===== src/design/suspend_power_down_control_defines.svh =====
/*
  Offsets, field positions, reset values and timing figures of the
  power-down control block.
  Assumes inclusion by bare name from the design file.
*/
`ifndef SUSPEND_POWER_DOWN_CONTROL_DEFINES_SVH
`define SUSPEND_POWER_DOWN_CONTROL_DEFINES_SVH

`define PDC_OFFSET      16'h0354
`define PDC_RESET       32'h03E8_1BA0
`define TMO_RESET_32    16'h03E8
`define TMO_RESET_16    16'h17E8
`define TMO_FORCED_16   16'h1400
`define TMO_MAX         16'hFFFF
`define TMO_MSB         31
`define TMO_LSB         16
`define PD3_BIT         12
`define PD2_BIT         11
`define VBAT_BIT        10
`define BIAS_BIT        5
`define VREG_BIT        4
`define OC1_BIT         1
`define KEEP_BIT        0
`define SLOW_PERIOD_US  10
`define MAX_WAKE_MS     500

`endif


===== src/design/suspend_power_down_control_pkg.sv =====
/*
  Types of the power-down control block: power state and gating outputs.
  Assumes nothing of its surroundings.
*/
package suspend_power_down_control_pkg;

  typedef enum logic [1:0]
  {
    ST_RUN  = 2'b00,
    ST_SUSP = 2'b01,
    ST_WAKE = 2'b11
  } pm_state_t;

  typedef struct packed
  {
    logic       port3_pulldown_en;
    logic       port2_pulldown_en;
    logic       battery_detector_power_off;
    logic       bias_power_in_suspend;
    logic       regulator_low_power;
    logic [3:1] overcurrent_power_off;
    logic       clocks_run;
  } gating_t;

endpackage : suspend_power_down_control_pkg


===== src/design/suspend_power_down_control.sv =====
/*
  Power-down control register and suspend wake-up timeout.
  Assumes a simple processor port synchronous to CLK, a slow clock
  sampled as a synchronous input, and a bus-width strap stable at reset.
*/
`timescale 1ns/100ps
`include "suspend_power_down_control_defines.svh"

module suspend_power_down_control
  import suspend_power_down_control_pkg::*;
(
  input  wire logic        CLK,
  input  wire logic        RST_B,
  input  wire logic        BUS_16BIT,
  input  wire logic [15:0] ADDR,
  input  wire logic        WR_EN,
  input  wire logic        RD_EN,
  input  wire logic [1:0]  HALF_EN,
  input  wire logic [31:0] WDATA,
  output logic      [31:0] RDATA,
  input  wire logic        SLOW_CLK,
  input  wire logic        SUSPEND_CMD,
  input  wire logic        WAKE_EVENT,
  input  wire logic        NORMAL_MODE,
  input  wire logic        CLOCKS_LOCKED,
  output logic             IN_SUSPEND,
  output logic             CLOCKS_STABLE_IRQ,
  output gating_t          GATING
);

  function automatic logic is_reg_addr(input logic [15:0] a);
    is_reg_addr = (a == `PDC_OFFSET);
  endfunction : is_reg_addr

  logic [31:0] ctrl_reg;
  logic [15:0] ctrl_lo_reg;
  logic [15:0] ctrl_hi_reg;
  logic [31:0] rdata_reg;
  logic [15:0] cnt_reg;
  logic        init_done_reg;
  logic        slow_prev_reg;
  logic        stopped_reg;
  logic        wait_lock_reg;
  logic        irq_reg;
  pm_state_t   state_reg;
  pm_state_t   state_next;
  logic [15:0] tmo;
  logic        wr_hit;
  logic        tick;
  logic        keep;
  logic        in_susp;
  wire logic [3:1] oc_off;

  assign ctrl_reg = {ctrl_hi_reg, ctrl_lo_reg};
  assign tmo     = ctrl_reg[`TMO_MSB:`TMO_LSB];
  assign wr_hit  = WR_EN && is_reg_addr(ADDR);
  assign tick    = SLOW_CLK && !slow_prev_reg;
  assign keep    = ctrl_reg[`KEEP_BIT];
  assign in_susp = (state_reg == ST_SUSP);

  // strap captured at the first edge after release
  always_ff @(posedge CLK or negedge RST_B)
  begin
    if (!RST_B)
      init_done_reg <= 1'b0;
    else
      init_done_reg <= 1'b1;
  end

  // low half: pull-downs, gating bits, reserved bits kept as written
  always_ff @(posedge CLK or negedge RST_B)
  begin
    if (!RST_B)
      ctrl_lo_reg <= 16'(`PDC_RESET);
    else if (wr_hit && HALF_EN[0])
      ctrl_lo_reg <= WDATA[15:0];
  end

  // timeout field
  always_ff @(posedge CLK or negedge RST_B)
  begin
    if (!RST_B)
      ctrl_hi_reg <= `TMO_RESET_32;
    else if (!init_done_reg)
    begin
      if (BUS_16BIT)
        ctrl_hi_reg <= `TMO_RESET_16;
    end
    else if (wr_hit && HALF_EN[1])
      ctrl_hi_reg <= BUS_16BIT ? `TMO_FORCED_16 : WDATA[31:16];
  end

  always_ff @(posedge CLK or negedge RST_B)
  begin
    if (!RST_B)
      rdata_reg <= 32'h0000_0000;
    else if (RD_EN)
      rdata_reg <= is_reg_addr(ADDR) ? ctrl_reg : 32'h0000_0000;
  end

  always_ff @(posedge CLK or negedge RST_B)
  begin
    if (!RST_B)
      slow_prev_reg <= 1'b0;
    else
      slow_prev_reg <= SLOW_CLK;
  end

  always_comb
  begin
    state_next = state_reg;
    unique case (state_reg)
      ST_RUN:
        if (SUSPEND_CMD)
          state_next = ST_SUSP;
      ST_SUSP:
        if (WAKE_EVENT && tmo != 16'h0000)
          state_next = ST_WAKE;
      ST_WAKE:
        if (NORMAL_MODE)
          state_next = ST_RUN;
        else if (!WAKE_EVENT && cnt_reg == 16'h0000)
          state_next = ST_SUSP;
      default:
        state_next = ST_RUN;
    endcase
  end

  always_ff @(posedge CLK or negedge RST_B)
  begin
    if (!RST_B)
      state_reg <= ST_RUN;
    else
      state_reg <= state_next;
  end

  always_ff @(posedge CLK or negedge RST_B)
  begin
    if (!RST_B)
      cnt_reg <= 16'h0000;
    else if (WAKE_EVENT && state_reg != ST_RUN)
      cnt_reg <= tmo;
    else if (state_reg == ST_WAKE && tick && cnt_reg != 16'h0000)
      cnt_reg <= cnt_reg - 16'h0001;
  end

  always_ff @(posedge CLK or negedge RST_B)
  begin
    if (!RST_B)
    begin
      stopped_reg   <= 1'b0;
      wait_lock_reg <= 1'b0;
      irq_reg       <= 1'b0;
    end
    else
    begin
      irq_reg <= 1'b0;
      if (in_susp)
        stopped_reg <= stopped_reg || !keep;
      else
        stopped_reg <= 1'b0;
      if (in_susp && state_next != ST_SUSP && (stopped_reg || !keep))
        wait_lock_reg <= 1'b1;
      else if (wait_lock_reg && CLOCKS_LOCKED)
      begin
        wait_lock_reg <= 1'b0;
        irq_reg       <= 1'b1;
      end
    end
  end

  genvar g;
  generate
    for (g = 1; g <= 3; g++)
    begin : g_oc
      assign oc_off[g] = in_susp && ctrl_reg[`OC1_BIT + g - 1];
    end
  endgenerate

  always_comb
  begin
    GATING.port3_pulldown_en          = ctrl_reg[`PD3_BIT];
    GATING.port2_pulldown_en          = ctrl_reg[`PD2_BIT];
    GATING.battery_detector_power_off = in_susp && ctrl_reg[`VBAT_BIT];
    GATING.bias_power_in_suspend      = !in_susp || ctrl_reg[`BIAS_BIT];
    GATING.regulator_low_power        = in_susp && ctrl_reg[`VREG_BIT];
    GATING.overcurrent_power_off      = oc_off;
    GATING.clocks_run                 = !in_susp || keep;
  end

  assign RDATA             = rdata_reg;
  assign IN_SUSPEND        = in_susp;
  assign CLOCKS_STABLE_IRQ = irq_reg;
endmodule : suspend_power_down_control


===== config.mk =====
export PLATFORM = sky130hd
export DESIGN_NAME = suspend_power_down_control
export DESIGN_NICKNAME = d
export VERILOG_FILES = /design/src/design/suspend_power_down_control_pkg.sv /design/src/design/suspend_power_down_control.sv
export VERILOG_INCLUDE_DIRS = /design/src /design/src/design
export SDC_FILE = /design/constraint.sdc
export NUM_CORES = 1
export LEC_CHECK = 0
export BUFFER_PORTS_ARGS = -buffer_cell sky130_fd_sc_hd__buf_2
export CAP_MARGIN = 20
export CORE_MARGIN = 1.5
export CORE_UTILIZATION = 31
export CTS_CLUSTER_DIAMETER = 40
export DETAILED_ROUTE_END_ITERATION = 8
export PLACE_DENSITY_LB_ADDON = 0.05
export SETUP_SLACK_MARGIN = 0.2
export SLEW_MARGIN = 5
export SYNTH_ARGS = -nofsm -noshare
export SYNTH_HDL_FRONTEND = slang
export SYNTH_SLANG_ARGS = --single-unit

===== constraint.sdc =====
create_clock -name CLK -period 3.1 [get_ports CLK]
set_input_delay 0.155 -clock CLK [delete_from_list [all_inputs] [get_ports CLK]]
set_output_delay 0.155 -clock CLK [all_outputs]
set_load 0.005 [all_outputs]

After elaboration in Yosys (flattened, before gate mapping)
Index checks and enable logic that the tools add are counted.
{ "word_totals": {"ff_bits": 87, "inputBits": 60, "output_inout_bits": 43, "elab_cells": 66} }
{ "classes": {"n_mux": 17, "n_eq_ne": 5, "n_addsub": 1, "reduce_logical": 33} }
{ "ops": {"columns": ["operator", "n"], "rows": [
  ["16-bit two-way mux", 6],
  ["32-bit two-way mux", 1],
  ["16-bit nonzero test", 2],
  ["1-bit logical AND", 17],
  ["16-bit by 10-bit equality test with 1-bit output, second input constant", 1],
  ["16-bit logical NOT", 1],
  ["16-bit by 1-bit subtractor with 16-bit output, second input constant", 1],
  ["2-bit two-way mux", 4],
  ["2-bit nonzero test", 4],
  ["2-bit one-hot mux with 3 select lines", 1],
  ["1-bit two-way mux", 5],
  ["1-bit logical NOT", 4],
  ["2-bit by 1-bit != test with 1-bit output, second input constant", 2],
  ["1-bit logical OR", 3],
  ["2-bit by 1-bit equality test with 1-bit output, second input constant", 1],
  ["2-bit equality test, second input constant", 1],
  ["2-bit logical NOT", 1],
  ["2-bit AND reduction", 1]
]} }

Logic depth before layout (Yosys ltp)
Gate-level depths: netlist (run 1).
{ "depth": {"word_depth": 9, "ltp_mapped": 7, "depth_no_buf": 6} }

Worst setup path before layout (run 1)
OpenSTA, ideal clock, no wires.
{ "synth_path": {"path_kind": "register -> register", "startpoint": "reg cnt_reg[0]", "endpoint": "reg cnt_reg[8]", "required_ps": 3018, "setup_slack_ps": 953, "n_path_buf": 0, "setup_ps": 82, "stages_incl_launch_ff": 7, "period_less_slack_ps": 2147, "arrival_time_ps": 2065, "path_cell_list": "dfrtp_1 > inv_1 > ha_1 > nor4b_1 > a311oi_1 > a31o_2 > a31oi_1"} }
{ "synth_between": {"elab_chain_len": 3, "elab_cells_between_ends": 6, "classes_between": "add/sub: 1; mux: 2; reduce/logical: 3"} }
{ "synth_rtl": {"columns": ["element", "line_no", "source"], "rows": [
  ["start: declaration", "suspend_power_down_control.sv:39", "logic [15:0] cnt_reg;"],
  ["start signal: assignment", "suspend_power_down_control.sv:142", "cnt_reg <= tmo;"],
  ["start signal: assignment", "suspend_power_down_control.sv:144", "cnt_reg <= cnt_reg - 16'h0001;"],
  ["16-bit by 1-bit subtractor with 16-bit output or 16-bit nonzero test (tied branches)", "suspend_power_down_control.sv:144, suspend_power_down_control.sv:143", null],
  ["16-bit two-way mux or 1-bit logical AND (tied branches)", "suspend_power_down_control.sv:143", "else if (state_reg == ST_WAKE && tick && cnt_reg != 16'h0000)"],
  ["16-bit two-way mux or 2-bit nonzero test (tied branches)", null, null]
]} }
Parallel ways exist; a longest one is shown, timed or not. The select of a mux whose other input is x is not followed.
A chain may end at the register's enable or synchronous reset.

Worst setup path in the final report (run 1)
Ends and elaborated chain as after synthesis.

==> impl_metrics.env, run 1 <==
export IMPL_status="complete, no violations"
export IMPL_tritoncts_num_sinks=87
export IMPL_post_cts_resized_instances=0
export IMPL_via_count=3270
export IMPL_grt_pass1_vias=3184
export IMPL_detail_route_wl_per_cell_um=17.0
export IMPL_max_slew_worst_pin_slew_ns=0.752
export IMPL_finalCriticalPeriod_ns=2.17
export IMPL_slowest_stage="a311oi_1"
export IMPL_timing_max_slew_rel_slack=0.494
export IMPL_number_of_cts_inserted_buffers=9
export IMPL_fill_cells=1242
export IMPL_critPathMaxStageDelay_ns=0.65
export IMPL_pwr_density_cell_nw_per_um2=588
export IMPL_worstSkewPairLatency_ns=0.35
export IMPL_post_dp_cell_area_um2=4680
export IMPL_fmax_ghz=0.460
export IMPL_rsz0062_at_grt="no"
export IMPL_synth_top_flop_cell="dfrtp_1"
export IMPL_path_buf_inv=2
export IMPL_timing_critical_path_to_type="register"
export IMPL_cts_root_buf="clkbuf_16"
export IMPL_yosysWarnings=0
export IMPL_drtAntennaViolNets=0
export IMPL_clkTransAtPathRegs_ns=0.07
export IMPL_clock_path_buffers=2
export IMPL_synth_edf_count=0
export IMPL_post_drt_via_cell_ratio=5.10
export IMPL_critPathMaxFanout=8
export IMPL_commonest_cells_after_routing_fill_and_taps_aside="buf_2 (101), dfrtp_1 (75), a22o_1 (32)"
export IMPL_ys_top_cells_by_area="dfrtp_1 (47%), dfstp_2 (7.9%), a22o_1 (7.0%), mux2_2 (4.5%), nor4_1 (3.0%)"
export IMPL_wl_um=10900
export IMPL_grt_overflow=0
export IMPL_top_level_ports=103
export IMPL_synth_area_leader_cell="dfrtp_1"
export IMPL_yosysSeqAreaShare=0.550
export IMPL_fin_crit_sh=0.701
export IMPL_ys_types=51
export IMPL_static_leakage_power_nw=2.40
export IMPL_timing_setup_tns_ns=0
export IMPL_largest_register_ffs=32
export IMPL_final_core_util=0.401
export IMPL_antenna_found_initial=0
export IMPL_floorplan_die_width_um=116
export IMPL_totalPowerFinal_mw=2.96
export IMPL_finalWeightedCongestion=0.778
export IMPL_drt_first_iter_violations=180
export IMPL_dp_final_hpwl_um=7690
export IMPL_cp_start_kind="register"
export IMPL_first_pass_drt_iterations=5
export IMPL_htree_levels=3
export IMPL_n_antenna_cell=0
export IMPL_worst_path_dominant_cell_family="compound AO/OA/AOI/OAI gates"
export IMPL_placementRows=41
export IMPL_critical_path_arrival_ns=2.39
export IMPL_final_net_count=526
export IMPL_first_pass_grt_wire_length_um=17000
export IMPL_final_max_slew_violation_count=0
export IMPL_tritoncts="done"
export IMPL_post_synth_top_area_fraction=0.471
export IMPL_floorplan_die_area_um2=13500
export IMPL_global_route_usage_total=0.168
export IMPL_synth_ff_latch_count=87
export IMPL_finalSetupViolCount=0
export IMPL_crit_chain="inv_1, ha_1, nor4b_1, buf_4, a311oi_1, a31o_2, a31oi_1"
export IMPL_port_buffers=102
export IMPL_synthArstFlopShare=1.00
export IMPL_commonest_non_fill_non_tap_cell_in_the_layout="buf_2"
export IMPL_postSynthAreaPerCell_um2=11.0
export IMPL_start_util=0.317
export IMPL_final_layout_size_suffix_gt1_frac=0.343
export IMPL_critPathKind="reg2reg"
export IMPL_finalHoldViolCount=0
export IMPL_syn_area_um2=3980
export IMPL_max_vdd_ir_drop_mv=0.306
export IMPL_fp_dieH_um=116
export IMPL_timing_max_cap_violations=0
export IMPL_largest_net_degree_at_the_start_of_global_routing=47
export IMPL_worstHoldPathType="in2reg"
export IMPL_drt_drc_violations_left=0
export IMPL_final_area_um2=5040
export IMPL_syn_nets=423
export IMPL_syn_to_final_growth_pct=26.4
export IMPL_core_region_area_um2=12600
export IMPL_timing_clock_skew_ns=0.00411
export IMPL_number_of_instances_in_the_synthesized_netlist=361
export IMPL_cp_required_ns=3.31
==> worst paths after layout <==
check	start	endpoint	slack [ns]	cells past startpoint
min in group asynchronous	RST_B	cnt_reg[5]	0.35	2
max reg2reg	cnt_reg[0]	cnt_reg[8]	0.93	7
min reg2reg	ctrl_lo_reg[15]	RDATA[15]	0.49	1
max in group asynchronous	RST_B	ctrl_lo_reg[11]	1.96	3
max	cnt_reg[0]	cnt_reg[8]	0.93	7
min	WDATA[23]	ctrl_hi_reg[7]	0.02	2
==> logic make-up (layout without fill, tap and decap cells) <==
group           after synthesis  after routing  synth area share
simple gates                125            125             0.175
compound gates               87             87             0.175
flops                        87             87             0.550
buf+inv                      42            150            0.0452
mux                          17             17            0.0477
fa+ha+maj                     2              2           0.00628
other cells                   1              1          0.000941
==> power by group <==
part	internal (mW)	leakage (nW)	switching (mW)
clock network	0.708	0.156	0.476
registers	1.22	1.11	0.0964
logic	0.188	1.14	0.274
total	2.12	2.40	0.846
==> synth_stat cells (all sizes together), types with 4 or more instances <==
cell      n
nor2b    10
nor4     19
a221o     8
nand4     9
o2bb2ai   6
a22o     32
nor2     31
dfrtp    75
nand2    10
nand3     9
nor3      6
dfstp    12
clkbuf   16
o21ai     7
and2      6
o211ai    4
mux2     16
buf       8
inv      18
or4       7
a31oi     9
==> cell type report <==
| class | instances | area, um^2 | share of cell area |
|---|---|---|---|
| multi-input combinational | 232 | 1610 | 0.320 |
| clock inverter | 7 | 95.1 | 0.0189 |
| sequential | 87 | 2190 | 0.435 |
| inverter | 18 | 67.6 | 0.0134 |
| clock buffer | 9 | 225 | 0.0447 |
| timing repair buffer | 116 | 628 | 0.125 |
| tap | 172 | 215 | 0.0427 |
==> per-stage QoR <==
stage               setup slack, ns  instances  hold WS, ns
floorplan                     0.953        361       -0.141
global placement              0.717        621        0.212
detailed placement            0.697        621        0.214
CTS                           0.970        641      0.00836
global route                  0.762        641       0.0125
finish                        0.928        641       0.0187
==> metal layers <==
layer / track usage / share of wire / vias up
li1: - / - / 1568
met1: 0.225 / 0.48 / 1584
met2: 0.249 / 0.44 / 100
met3: 0.0643 / 0.062 / 18
met4: 0.0585 / 0.019 / 0
met5: 0 / 0 / -
==> timing repair <==
| action | CTS | global route |
|---|---|---|
| hold buffers | 4 | 0 |
| endpoints found under the setup margin | 0 | 0 |
| setup buffers | 0 | 0 |
| hold endpoints to repair | 46 | 0 |
No activity file was read; power rests on OpenSTA's default activity.
==> run 2, diff against run 1 <==
==> constraint.sdc (replaced) <==
create_clock -name CLK -period 2.2 [get_ports CLK]
set_input_delay 0.11 -clock CLK [delete_from_list [all_inputs] [get_ports CLK]]
set_output_delay 0.11 -clock CLK [all_outputs]
set_load 0.005 [all_outputs]
==> impl_metrics.env, run 2 (synthesis gave the netlist of run 1 again) <==
export IMPL_global_route_usage_total=0.175
export IMPL_slowest_stage="or4_1"
export IMPL_path_depth=5
export IMPL_final_layout_size_suffix_gt1_frac=0.354
export IMPL_final_area_um2=5400
export IMPL_multi_input_area_um2=1640
export IMPL_place_inst=639
export IMPL_commonest_non_fill_non_tap_cell_in_the_layout="buf_2"
export IMPL_largest_register_ffs=32
export IMPL_grt_most_used_layer="met2"
export IMPL_grt_pass1_vias=3267
export IMPL_commonest_cells_after_routing_fill_and_taps_aside="buf_2 (101), dfrtp_1 (75), a22o_1 (32)"
export IMPL_drtAntennaViolNets=0
export IMPL_cts_root_buf="clkbuf_16"
export IMPL_critical_path_launch_point="ADDR[10]"
export IMPL_rsz0062_at_grt="yes"
export IMPL_static_leakage_power_nw=2.57
export IMPL_wl_um=11100
export IMPL_fmax_ghz=0.526
export IMPL_syn_to_final_growth_pct=35.5
export IMPL_max_vdd_ir_drop_mv=0.372
export IMPL_first_pass_drt_iterations=4
export IMPL_status="complete, no violations"
export IMPL_finalSetupViolCount=0
export IMPL_timing_max_cap_violations=0
export IMPL_crit_reg2reg_capture="cnt_reg[3]"
export IMPL_timing_hold_worst_path_depth=3
export IMPL_crit_end="ctrl_hi_reg[2]"
export IMPL_fin_crit_sh=0.865
export IMPL_fill_cells=1273
export IMPL_core_region_area_um2=12600
export IMPL_r2r_slack_ns=0.31
export IMPL_critPathMaxFanout=10
export IMPL_finalNonFillerCells=681
export IMPL_r2r_cells=7
export IMPL_worstSkewPairLatency_ns=0.34
export IMPL_path_buf_inv=1
export IMPL_critPathKind="in2reg"
export IMPL_cp_required_ns=2.42
export IMPL_clkTransAtPathRegs_ns=0.06
export IMPL_totalPowerFinal_mw=4.08
export IMPL_worst_path_dominant_cell_family="simple AND/OR/NAND/NOR gates"
export IMPL_floorplan_die_area_um2=13500
export IMPL_start_util=0.317
export IMPL_pwr_density_cell_nw_per_um2=755
export IMPL_timing_max_slew_rel_slack=0.595
export IMPL_final_core_util=0.429
export IMPL_htree_levels=3
export IMPL_number_of_cts_inserted_buffers=9
export IMPL_dp_final_hpwl_um=7900
export IMPL_fp_dieH_um=116
export IMPL_final_net_count=566
export IMPL_max_slew_worst_pin_slew_ns=0.607
export IMPL_port_buffers=102
export IMPL_fin_ws_ns=0.297
export IMPL_antenna_found_initial=0
export IMPL_critPathMaxStageDelay_ns=0.62
export IMPL_post_dp_cell_area_um2=4850
export IMPL_grt_use_met2=0.276
export IMPL_cp_start_kind="primary input"
export IMPL_met1_usage=0.228
export IMPL_clock_path_buffers=2
export IMPL_worstHoldPathType="in2reg"
export IMPL_finalCriticalPeriod_ns=1.90
export IMPL_seq_area_um2=2190
export IMPL_number_of_buffers_inserted_to_repair_setup_after_cts=0
export IMPL_finalHoldViolCount=0
export IMPL_grt_overflow=0
export IMPL_tritoncts_num_sinks=87
export IMPL_post_drt_via_cell_ratio=5.00
export IMPL_post_place_ws_ns=-0.0301
export IMPL_crit_chain="buf_2, or4_4, or4_1, or2_1, a221o_1"
export IMPL_finalWeightedCongestion=0.778
export IMPL_via_count=3402
export IMPL_detail_route_wl_per_cell_um=16.4
export IMPL_tritoncts="done"
export IMPL_n_antenna_cell=0
export IMPL_placementRows=41
export IMPL_worst_r2r_startpoint="cnt_reg[0]"
export IMPL_drt_drc_violations_left=0
export IMPL_timing_clock_skew_ns=0.00931
export IMPL_use_met3=0.0685
export IMPL_final_max_slew_violation_count=0
export IMPL_top_level_ports=103
export IMPL_critical_path_arrival_ns=2.12
export IMPL_floorplan_die_width_um=116
export IMPL_timing_critical_path_to_type="register"
export IMPL_drt_first_iter_violations=147
export IMPL_first_pass_grt_wire_length_um=17600
export IMPL_largest_net_degree_at_the_start_of_global_routing=46
-- run 2: worst min-delay path by stage --
stage,slack [ns],startpoint,endpoint
after floorplan,-0.19,RST_B,CLOCKS_STABLE_IRQ
after global routing,0.05,WAKE_EVENT,state_reg[1]
after global placement,0.17,RST_B,cnt_reg[15]
after CTS,0.03,SUSPEND_CMD,state_reg[0]
after detailed placement,0.16,RST_B,cnt_reg[14]
final,0.05,SUSPEND_CMD,state_reg[0]
-- run 2: layout make-up --
class | instances | share of cell area
clock buffers | 12 | 0.0457
inverters | 18 | 0.0125
repair buffers | 156 | 0.187
flip-flops and latches | 87 | 0.406
multi-input cells | 232 | 0.304
clock inverters | 4 | 0.00533
well taps | 172 | 0.0399
-- run 2: per-layer routing --
layer | wire (um) | vias to the layer above
met5 | 0 | -
met2 | 5130 | 108
met3 | 714 | 9
met1 | 5170 | 1635
li1 | - | 1650
met4 | 130 | 0
-- run 2: report_power, final --
group	switching [mW]	total (mW)	leakage [nW]	internal (mW)
clock	0.632	1.43	0.129	0.799
sequential	0.130	1.85	1.11	1.72
combinational	0.432	0.797	1.34	0.365
total	1.19	4.08	2.57	2.88
-- run 2: through the flow --
stage / hold slack, ns / setup TNS (ns)
5_1_grt: 0.0466 / 0
3_5_place_dp: 0.164 / -0.218
3_3_place_gp: 0.166 / -0.177
6_report: 0.0469 / 0
4_1_cts: 0.0250 / 0
2_1_floorplan: -0.186 / 0
-- run 2: tightest hold or removal path, stage by stage --
cell and delay, ns:
buf_2 0.07, nor2_1 0.03, o22ai_1 0.12
-- run 2: repair_timing --
item / 4_1_cts / 5_1_grt
hold endpoints to repair: 66 / 0
resized for setup: 2 / 0
endpoints found under the setup margin: 2 / 1
hold buffers: 26 / 0
